File: src/inc/rsc_pkg.sv
// Purpose: constants shared by the reset source and cause logic
// Assumes: one 200 MHz clock, register port with one-cycle read latency
// Notes:   register index 0 holds the reset cause status byte
package rsc_pkg;
	localparam int          CLK_MHZ          = 200;
	localparam int          ADDR_W           = 4;
	localparam int          DATA_W           = 8;
	localparam logic [3:0]  ADDR_CAUSE       = 4'h0;
	localparam logic [3:0]  ADDR_CTRL        = 4'h1;
	localparam int          BIT_BROWNOUT     = 0;
	localparam int          BIT_POWERON      = 1;
	localparam int          BIT_POWERDOWN    = 2;
	localparam int          BIT_WDT_TIMEOUT  = 3;
	localparam int          BIT_RESET_INSTR  = 4;
	localparam int          BIT_PRIO_EN      = 7;
	localparam logic [7:0]  CAUSE_WMASK      = 8'h93;
	localparam logic [7:0]  CAUSE_RST        = 8'h1c;
	// filter length on the external reset pin, in ns and in clocks
	localparam int          PIN_FILTER_NS    = 200;
	localparam int          PIN_FILTER_CYC   = (PIN_FILTER_NS * CLK_MHZ + 999) / 1000;
	localparam int          FILT_W           = 6;
	// internal rc period in ns; the rc tick is derived by a divider
	localparam int          RC_PERIOD_NS     = 32000;
	localparam int          RC_DIV_CYC       = (RC_PERIOD_NS * CLK_MHZ) / 1000;
	localparam int          RC_DIV_W         = 13;
	localparam int          POWERUP_TIMER_W           = 11;
	localparam logic [10:0] POWERUP_TIMER_LAST        = 11'h7ff;
	typedef enum logic [1:0] {
		RSC_ST_RESET,
		RSC_ST_TIMER,
		RSC_ST_RUN
	} rsc_state_type;
endpackage : rsc_pkg

File: src/rsc_pin_filter.sv
// Purpose: synchronise and debounce the active-low external reset pin
// Assumes: pin is asynchronous to the clock
// Notes:   output goes low only after the pin has been low for the full filter length
`timescale 1ns/100ps
module rsc_pin_filter (
	// clock and reset
	input  wire logic i_ref_clk,
	input  wire logic i_rst_n,
	// pin in, filtered level out
	input  wire logic i_pin_n,
	output logic      o_level_n
);
	import rsc_pkg::*;

	logic              sync_a;
	logic              sync_b;
	logic [FILT_W-1:0] low_count;

	always_ff @(posedge i_ref_clk or negedge i_rst_n) begin
		if (!i_rst_n) begin
			sync_a <= 1'b1;
			sync_b <= 1'b1;
		end else begin
			sync_a <= i_pin_n;
			sync_b <= sync_a;
		end
	end

	always_ff @(posedge i_ref_clk or negedge i_rst_n) begin
		if (!i_rst_n) begin
			low_count <= '0;
			o_level_n <= 1'b1;
		end else if (sync_b) begin
			low_count <= '0;
			o_level_n <= 1'b1;
		end else if (low_count >= FILT_W'(PIN_FILTER_CYC - 1)) begin
			o_level_n <= 1'b0;
		end else begin
			low_count <= low_count + FILT_W'(1);
		end
	end
endmodule : rsc_pin_filter

File: src/rsc_reset_cause.sv
// Purpose: reset generation and reset cause capture
// Assumes: supply monitor inputs are synchronous levels
// Notes:   register port: addr, wdata, wr, rd, rdata one cycle later
// Contract
// - pin low holds core in reset
// - short low pin pulses are filtered out
// - no internal source drives pin low
// - supply-good rise raises power-on reset
// - power-on reset clears power-on flag
// - other resets keep power-on flag
// - only software sets power-on flag
// - brown-out works only with regulator enabled
// - regulator low output enters brown-out reset
// - hold reset until regulator output sufficient
// - timer runs full delay after brown-out
// - brown-out during timer restarts the count
// - timer restarts fully when supply returns
// - brown-out flag zero while regulator disabled
// - 11-bit timer counts 2048 rc periods
// - brown-out or power-on clears brown-out flag
//
// The register offsets and strobed register access were left to the implementer.
`timescale 1ns/100ps
module rsc_reset_cause (
	// clock and reset
	input  wire logic                       i_ref_clk,
	input  wire logic                       i_rst_n,
	// external reset pin, input only
	input  wire logic                       i_external_reset_pin_n,
	// supply monitors
	input  wire logic                       i_supply_good,
	input  wire logic                       i_regulator_enable_pin,
	input  wire logic                       i_regulator_low,
	input  wire logic                       i_regulator_ok,
	// other reset cause events
	input  wire logic                       i_wdt_timeout,
	input  wire logic                       i_sleep_entry,
	input  wire logic                       i_watchdog_clear_instruction,
	input  wire logic                       i_reset_instruction,
	// register port
	input  wire logic [rsc_pkg::ADDR_W-1:0] i_addr,
	input  wire logic [rsc_pkg::DATA_W-1:0] i_wdata,
	input  wire logic                       i_wr,
	input  wire logic                       i_rd,
	output logic      [rsc_pkg::DATA_W-1:0] o_rdata,
	// reset outputs
	output logic                            o_core_reset,
	output logic                            o_timer_running
);
	import rsc_pkg::*;

	// filtered pin and edge detection
	logic                  pin_level_n;
	logic                  supply_prev;
	logic                  por_event;
	logic                  bor_active;
	logic                  bor_prev;
	logic                  bor_event;
	logic                  any_source;
	// rc clock enable and power-up timer
	logic [RC_DIV_W-1:0]   rc_div;
	logic                  rc_tick;
	logic [POWERUP_TIMER_W-1:0]     powerup_timer;
	// sequencer
	rsc_state_type         state;
	rsc_state_type         next_state;
	// status byte and one flop per cause flag
	logic [DATA_W-1:0]     cause;
	logic                  cause_wr;
	logic                  por_hold;
	logic                  prio_en_flag;
	logic                  reset_instr_flag;
	logic                  timeout_flag;
	logic                  powerdown_flag;
	logic                  poweron_flag;
	logic                  brownout_flag;

	function automatic logic hit(input logic [ADDR_W-1:0] a, input logic [ADDR_W-1:0] r);
		return a == r;
	endfunction : hit

	// a write touches only the bits that software may write
	function automatic logic soft_write(input logic wr, input int b);
		return wr && CAUSE_WMASK[b];
	endfunction : soft_write

	// pin is only ever sampled here; there is no drive path back to it
	rsc_pin_filter u_filter (
		.i_ref_clk (i_ref_clk),
		.i_rst_n   (i_rst_n),
		.i_pin_n   (i_external_reset_pin_n),
		.o_level_n (pin_level_n)
	);

	// power-on event on rising supply-good; brown-out gated by regulator enable
	assign por_event  = i_supply_good && !supply_prev;
	assign bor_active = i_regulator_enable_pin && (i_regulator_low || !i_regulator_ok);
	assign bor_event  = bor_active && !bor_prev;
	assign cause_wr   = i_wr && hit(i_addr, ADDR_CAUSE);
	// any active source keeps the sequencer out of the timer and run states
	assign any_source = por_hold || !i_supply_good || por_event || bor_active;
	// status byte; bits 6 and 5 read as zero
	assign cause      = {prio_en_flag, 2'b00, reset_instr_flag, timeout_flag,
	                     powerdown_flag, poweron_flag, brownout_flag};

	// previous supply-good level for the power-on edge
	always_ff @(posedge i_ref_clk or negedge i_rst_n) begin
		if (!i_rst_n) begin
			supply_prev <= 1'b0;
		end else begin
			supply_prev <= i_supply_good;
		end
	end

	// previous brown-out level for the brown-out edge
	always_ff @(posedge i_ref_clk or negedge i_rst_n) begin
		if (!i_rst_n) begin
			bor_prev <= 1'b0;
		end else begin
			bor_prev <= bor_active;
		end
	end

	// supply low, seen one cycle late, also covers the first cycle after reset
	always_ff @(posedge i_ref_clk or negedge i_rst_n) begin
		if (!i_rst_n) begin
			por_hold <= 1'b1;
		end else begin
			por_hold <= !i_supply_good;
		end
	end

	// rc clock rate derived as a one-cycle enable
	// the divider free-runs, so the first timer step comes up to one rc period after entry
	always_ff @(posedge i_ref_clk or negedge i_rst_n) begin
		if (!i_rst_n) begin
			rc_div  <= '0;
			rc_tick <= 1'b0;
		end else if (rc_div == RC_DIV_W'(RC_DIV_CYC - 1)) begin
			rc_div  <= '0;
			rc_tick <= 1'b1;
		end else begin
			rc_div  <= rc_div + RC_DIV_W'(1);
			rc_tick <= 1'b0;
		end
	end

	// sequencer: reset while a source is active, then timer, then run
	always_comb begin
		next_state = state;
		case (state)
			RSC_ST_RESET: begin
				// the pin only gates the core reset and never restarts the timer
				if (!any_source) begin
					next_state = RSC_ST_TIMER;
				end
			end
			RSC_ST_TIMER: begin
				if (any_source) begin
					next_state = RSC_ST_RESET;
				end else if (rc_tick && powerup_timer == POWERUP_TIMER_LAST) begin
					next_state = RSC_ST_RUN;
				end
			end
			RSC_ST_RUN: begin
				if (any_source) begin
					next_state = RSC_ST_RESET;
				end
			end
			default: begin
				next_state = RSC_ST_RESET;
			end
		endcase
	end

	// sequencer state register
	always_ff @(posedge i_ref_clk or negedge i_rst_n) begin
		if (!i_rst_n) begin
			state <= RSC_ST_RESET;
		end else begin
			state <= next_state;
		end
	end

	// 11-bit power-up timer, counts 2048 rc ticks
	// every other state clears the count, so each entry runs the full delay
	always_ff @(posedge i_ref_clk or negedge i_rst_n) begin
		if (!i_rst_n) begin
			powerup_timer <= '0;
		end else if (state != RSC_ST_TIMER) begin
			powerup_timer <= '0;
		end else if (rc_tick) begin
			powerup_timer <= powerup_timer + POWERUP_TIMER_W'(1);
		end
	end

	// core reset: filtered pin, power-on, brown-out or running timer
	always_ff @(posedge i_ref_clk or negedge i_rst_n) begin
		if (!i_rst_n) begin
			o_core_reset <= 1'b1;
		end else begin
			o_core_reset <= !pin_level_n || next_state != RSC_ST_RUN;
		end
	end

	// timer status, registered like the core reset so both change together
	always_ff @(posedge i_ref_clk or negedge i_rst_n) begin
		if (!i_rst_n) begin
			o_timer_running <= 1'b0;
		end else begin
			o_timer_running <= next_state == RSC_ST_TIMER;
		end
	end

	// reset cause flags, one process each
	// a hardware event wins over a software write in the same cycle
	always_ff @(posedge i_ref_clk or negedge i_rst_n) begin
		if (!i_rst_n) begin
			prio_en_flag <= CAUSE_RST[BIT_PRIO_EN];
		end else if (soft_write(cause_wr, BIT_PRIO_EN)) begin
			prio_en_flag <= i_wdata[BIT_PRIO_EN];
		end
	end

	// reset instruction flag: cleared by the instruction, set by power-on or brown-out
	always_ff @(posedge i_ref_clk or negedge i_rst_n) begin
		if (!i_rst_n) begin
			reset_instr_flag <= CAUSE_RST[BIT_RESET_INSTR];
		end else if (por_event || bor_event) begin
			reset_instr_flag <= 1'b1;
		end else if (i_reset_instruction) begin
			reset_instr_flag <= 1'b0;
		end else if (soft_write(cause_wr, BIT_RESET_INSTR)) begin
			reset_instr_flag <= i_wdata[BIT_RESET_INSTR];
		end
	end

	// watchdog timeout flag, read-only: a timeout clears it, the clear instruction sets it
	always_ff @(posedge i_ref_clk or negedge i_rst_n) begin
		if (!i_rst_n) begin
			timeout_flag <= CAUSE_RST[BIT_WDT_TIMEOUT];
		end else if (por_event || bor_event) begin
			timeout_flag <= 1'b1;
		end else if (i_wdt_timeout) begin
			timeout_flag <= 1'b0;
		end else if (i_watchdog_clear_instruction) begin
			timeout_flag <= 1'b1;
		end
	end

	// power-down flag, read-only: sleep entry clears it, the clear instruction sets it
	always_ff @(posedge i_ref_clk or negedge i_rst_n) begin
		if (!i_rst_n) begin
			powerdown_flag <= CAUSE_RST[BIT_POWERDOWN];
		end else if (por_event || bor_event) begin
			powerdown_flag <= 1'b1;
		end else if (i_sleep_entry) begin
			powerdown_flag <= 1'b0;
		end else if (i_watchdog_clear_instruction) begin
			powerdown_flag <= 1'b1;
		end
	end

	// power-on flag: a power-on or a software write clears it, only software sets it
	always_ff @(posedge i_ref_clk or negedge i_rst_n) begin
		if (!i_rst_n) begin
			poweron_flag <= CAUSE_RST[BIT_POWERON];
		end else if (por_event) begin
			poweron_flag <= 1'b0;
		end else if (soft_write(cause_wr, BIT_POWERON)) begin
			poweron_flag <= i_wdata[BIT_POWERON];
		end
	end

	// brown-out flag: held low while the regulator is off, cleared by brown-out or power-on
	always_ff @(posedge i_ref_clk or negedge i_rst_n) begin
		if (!i_rst_n) begin
			brownout_flag <= CAUSE_RST[BIT_BROWNOUT];
		end else if (!i_regulator_enable_pin) begin
			brownout_flag <= 1'b0;
		end else if (por_event || bor_event) begin
			brownout_flag <= 1'b0;
		end else if (soft_write(cause_wr, BIT_BROWNOUT)) begin
			brownout_flag <= i_wdata[BIT_BROWNOUT];
		end
	end

	// read port, data one cycle after the strobe, zero otherwise
	// the control index shows the registered timer status, the live brown-out level and the filtered pin level
	always_ff @(posedge i_ref_clk or negedge i_rst_n) begin
		if (!i_rst_n) begin
			o_rdata <= '0;
		end else if (i_rd && hit(i_addr, ADDR_CAUSE)) begin
			o_rdata <= cause;
		end else if (i_rd && hit(i_addr, ADDR_CTRL)) begin
			o_rdata <= {5'h00, o_timer_running, bor_active, pin_level_n};
		end else begin
			o_rdata <= '0;
		end
	end
endmodule : rsc_reset_cause

File: config.mk
export PLATFORM = sky130hd
export DESIGN_NAME = rsc_reset_cause
export DESIGN_NICKNAME = d
export VERILOG_FILES = /design/src/inc/rsc_pkg.sv /design/src/rsc_pin_filter.sv /design/src/rsc_reset_cause.sv
export SDC_FILE = /design/constraint.sdc
export NUM_CORES = 1
export LEC_CHECK = 0
export ABC_AREA = 1
export BUFFER_PORTS_ARGS = -buffer_cell sky130_fd_sc_hd__clkbuf_2
export CORE_ASPECT_RATIO = 0.7
export CORE_MARGIN = 5
export CORE_UTILIZATION = 45
export CTS_CLUSTER_SIZE = 16
export DETAILED_ROUTE_END_ITERATION = 16
export HOLD_SLACK_MARGIN = 0.03
export MAX_ROUTING_LAYER = met4
export PLACE_DENSITY = 0.72
export SETUP_SLACK_MARGIN = 0.15
export SLEW_MARGIN = 20
export SYNTH_ARGS = -nofsm -noshare
export SYNTH_HDL_FRONTEND = slang
export SYNTH_SLANG_ARGS = --single-unit
File: constraint.sdc
create_clock -name i_ref_clk -period 1.5 [get_ports i_ref_clk]
set_input_delay 0.075 -clock i_ref_clk [delete_from_list [all_inputs] [get_ports i_ref_clk]]
set_output_delay 0.075 -clock i_ref_clk [all_outputs]
set_load 0.02 [all_outputs]
After elaboration in Yosys (flattened, before gate mapping)
Cells that the tools add are included.

word-level totals
  bits in registers = 55
  output and inout port bits = 10

operators by class
  add/subtract/negate cells = 3
  $lt $le $gt $ge = 1
  eq/ne operators = 10
  mux-type cells = 28
  reduce and logical (&&, ||, !) cells = 26

operator list
  operator                 count
  $mux W11                 2
  $mux W1                  16
  $add A13 B1 Y13 const B  1
  $eq A13 B13 Y1 const B   1
  $mux W13                 1
  $mux W6                  2
  $add A11 B1 Y11 const B  1
  $eq A11 B11 Y1 const B   1
  $reduce_bool A3 Y1       3
  $mux W2                  4
  $mux W8                  1
  $logic_and A1 B1 Y1      7
  $add A6 B1 Y6 const B    1
  $ge A6 B6 Y1 const B     1
  $logic_or A1 B1 Y1       6
  $pmux W2 S3              1
  $reduce_bool A2 Y1       3
  $logic_not A1 Y1         5
  $eq A2 B1 Y1 const B     2
  $eq A4 B1 Y1 const B     1
  $logic_not A4 Y1         1
  $ne A2 B1 Y1 const B     2
  $mux W3                  1
  $ne A3 B1 Y1 const B     1
  other kinds (3)          3

Longest topological paths before layout
  depth after elaboration = 8
  depth in mapped cells = 8
  gate-level depth less buffers = 8

Cells and area by module
A second synthesis with hierarchy kept.

second synthesis, totals
  cell total of the unflattened synthesis = 299
  area total of the unflattened synthesis = 2511.2 µm²

modules (own cells, without submodules)
  module           instances  cells each  area an instance (µm²)
  rsc_reset_cause  1          246         2065.7
  rsc_pin_filter   1          53          445.4

Worst setup path after synthesis
Ideal clock, no wire load.

  path type = flip-flop to flip-flop
  from = register rc_div[0]
  to = register rc_div[5]
  library setup time = 0.126 ns
  data arrival time = 1.111 ns
  required time = 1.374 ns
  path slack = 0.263 ns
  cell stages (with the launch flop) = 7
  period minus slack after synthesis = 1.237 ns
  cells stage by stage = dfrtp_1 -> ha_1 -> nand2_1 -> nor2_4 -> nand2_2 -> nor3_4 -> nor2_1

between the ends
  cells in the longest elaborated chain, start to end = 2
  elaborated cells between the ends (all ways) = 3
  classes of those cells = add/sub (1); eq/ne (1); mux (1)

RTL lines
  item                                               line                                            text
  start: declaration                                 rsc_reset_cause.sv:61                           logic [RC_DIV_W-1:0] rc_div;
  start signal: assignment                           rsc_reset_cause.sv:143                          rc_div <= rc_div + RC_DIV_W'(1);
  $add A13 B1 Y13 or $eq A13 B13 Y1 (tied branches)  rsc_reset_cause.sv:143, rsc_reset_cause.sv:139
  $mux W13 (*)                                       rsc_reset_cause.sv:139                          end else if (rc_div == RC_DIV_W'(RC_DIV_CYC - 1)) begin

Every way passes the cells marked *; elsewhere a longest branch is shown, timed or not.
A chain may end at the register's enable or synchronous reset.

Final worst setup path
  from = register rc_div[1]
  to = register rc_tick

between the ends
  cells in the longest elaborated chain, start to end = 2

RTL lines
  item                    line                    text
  $eq A13 B13 Y1          rsc_reset_cause.sv:139
  $mux W1                 rsc_reset_cause.sv:139
  end signal: assignment  rsc_reset_cause.sv:138  rc_tick <= 1'b0;
  end signal: assignment  rsc_reset_cause.sv:141  rc_tick <= 1'b1;
  end signal: assignment  rsc_reset_cause.sv:144  rc_tick <= 1'b0;
  end: declaration        rsc_reset_cause.sv:62   logic rc_tick;

Every way passes these cells.

==> summary.txt <==
Run status
  – Outcome: complete, no violations

Place
  – Dpl hpwl: 3140 um
  – IO buf count: 28
  – Dpl ws: 0.0787 ns
  – GPL Wtd Cong: 0.855

Synth
  – Unique masters post-synth: 25
  – Yosys top cell by area: dfrtp_1
  – Sequential area share after synthesis: 0.548
  – Post-synthesis cell count: 287
  – Yosys warns: 0
  – Synth top area share: 0.462
  – #FFs+latches synth: 53
  – Post-synthesis area per instance: 8.49 um^2
  – Ranking of synthesized cells by area: dfrtp_1 46%, nand2_1 9.2%, dfstp_2 8.6%
  – Synthesized area: 2440 um^2

Route
  – ANT nets after route: 0
  – Initial DRC Count: 85
  – Post-DR wirelength/cell: 11.5 um
  – Aggregate routed wire length: 4760 um
  – Via count: 1917
  – WL met3: 151 um
  – DRC Markers: 0
  – DR pass1 iterations: 4
  – Top Layer Used: met4
  – Wire length on met2: 2200 um
  – M1 WL: 2390 um
  – Vias/cell: 4.62

STA
  – Slew Viols, Final: 0
  – Tcrit/Tclk final: 0.911
  – Final worst slack: 0.133 ns
  – F_max: 731 MHz
  – RSZ-0062 raised after global routing: yes
  – Final hold viol count: 0
  – Final Skew: 0.00624 ns
  – Final setup vio count: 0
  – Sum of negative setup slack: 0 ns
  – Minimum clock period: 1.37 ns

Clocking
  – Clk pin slew, worst setup/hold paths: 0.10 ns
  – Clk buf depth: 2
  – H-Tree Depth: 2
  – CTS Buf Count: 5
  – CTS Sinks: 53
  – CTS Root Cell: clkbuf_8
  – Worst skew pair latency: 0.30 ns
  – CTS tree: built

Cells and area
  – Most frequent cells in the layout: 58 x nand2_1, 50 x nor2_1, 44 x dfrtp_1
  – Fin nets: 370
  – Commonest non-fill, non-tap cell in the layout: nand2_1
  – Share of cells above drive strength 1: 0.222
  – Syn-to-layout area delta: 22.1%
  – Filler instances: 456
  – Final core utilization: 0.566
  – Antenna diode count: 0

Power
  – Power, Total: 2.46 mW
  – P per Cell Area: 827 nW/um^2
  – Worst vdd ir: 539 uV
  – Pleak: 1.48 nW

Floorplanning
  – Core Region: 5260 um^2
  – Die Wd: 98.0 um
  – Starting density of the core: 0.464
  – Die Footprint: 7010 um^2
  – DIE HEIGHT: 71.6 um
  – Site row count: 22
  – # IOs: 35

GRT
  – GR Overflow Total: 0
  – Vias in the first global route: 1786
  – Initial antenna violation count: 0
  – Total track usage: 0.145
  – First-pass GRT wire length: 8110 um
  – Pin count of the biggest net entering global routing: 54

Critical path
  – Crit. End Element: register
  – Critical path type: register to register
  – CP Launch Type: register
  – WP data arrival: 1.61 ns
  – CP required: 1.75 ns
  – Maximum fanout along the worst path: 3
  – Reg2reg setup slack: 0.13 ns

Min path
  – Hold Path Class: primary input to register

Run
  – Max Cap Viol: 0
[layout make-up]
type / instances / area [um^2] / area share
timing repair buffer: 50 / 348 / 0.117
tap: 72 / 90.1 / 0.0303
inverter: 40 / 150 / 0.0505
multi-input combinational: 192 / 962 / 0.323
clock inverter: 2 / 15.0 / 0.00505
clock buffer: 6 / 72.6 / 0.0244
sequential: 53 / 1340 / 0.450
[critical path, stage by stage (launching register included)]
cell and delay (ns):
dfrtp_1 0.38, ha_2 0.20, nand2_2 0.07, nor2_4 0.15
buf_6 0.12, nand4_1 0.16, buf_4 0.19, inv_2 0.03
[power breakdown]
part           total [mW]  internal, mW  switching (mW)
registers            1.49          1.47          0.0180
clock network       0.802         0.330           0.472
logic               0.167        0.0693          0.0973
total                2.46          1.87           0.588
[metrics by stage]
step	hold WS, ns	instances	cell area [um^2]
finish	0.0483	415	2980
global route	0.0510	415	2980
CTS	0.0355	410	2920
detailed placement	0.0930	386	2670
global placement	0.0900	386	2670
floorplan	-0.221	288	2440
[registers in the layout (all words and copies together) (netlist names), 2 cells and up]
signal	cells
rc_div	13
powerup_timer	11
o_rdata	6
u_filter.low_count	6
state	2
[final timing paths]
kind,depth (start not counted),start,to
max,7,rc_div[1],rc_tick
min,3,i_wdata[4],reset_instr_flag
max reg2reg,7,rc_div[1],rc_tick
min reg2reg,0,u_filter.sync_a,u_filter.sync_b
max in group asynchronous,3,i_rst_n,powerdown_flag
min in group asynchronous,3,i_rst_n,u_filter.low_count[4]
[per-layer routing]
metal / vias to the layer above / GRT usage
li1: 999 / -
met1: 895 / 0.206
met2: 21 / 0.216
met3: 2 / 0.0350
met4: 0 / 0.0230
met5: - / -
[timing repair]
action,in CTS,in global routing
hold endpoints to repair,61,0
buffers inserted,7,5
resized for setup,4,13
hold buffers,9,0
pin swaps,6,6
setup endpoints to repair,8,17
[cells in the mapped netlist, drive strengths merged]
| cell | instances |
|---|---|
| nand2 | 62 |
| xnor2 | 1 |
| dfrtp | 45 |
| ha | 3 |
| dfstp | 8 |
| buf | 3 |
| conb | 1 |
| o22ai | 3 |
| or2 | 2 |
| nor3 | 4 |
| xor2 | 8 |
| o21ai | 15 |
| and2 | 1 |
| inv | 40 |
| a21oi | 10 |
| nand4 | 5 |
| nand3 | 20 |
| nor2 | 56 |
[logic make-up after synthesis]
logic type      Yosys count  synth area share
simple gates            150             0.274
flops                    53             0.548
buf+inv                  43            0.0698
compound gates           28            0.0590
xor+xnor                  9            0.0323
fa+ha+maj                 3            0.0154
other cells               1           0.00154
(Power assumes the default switching activity.)
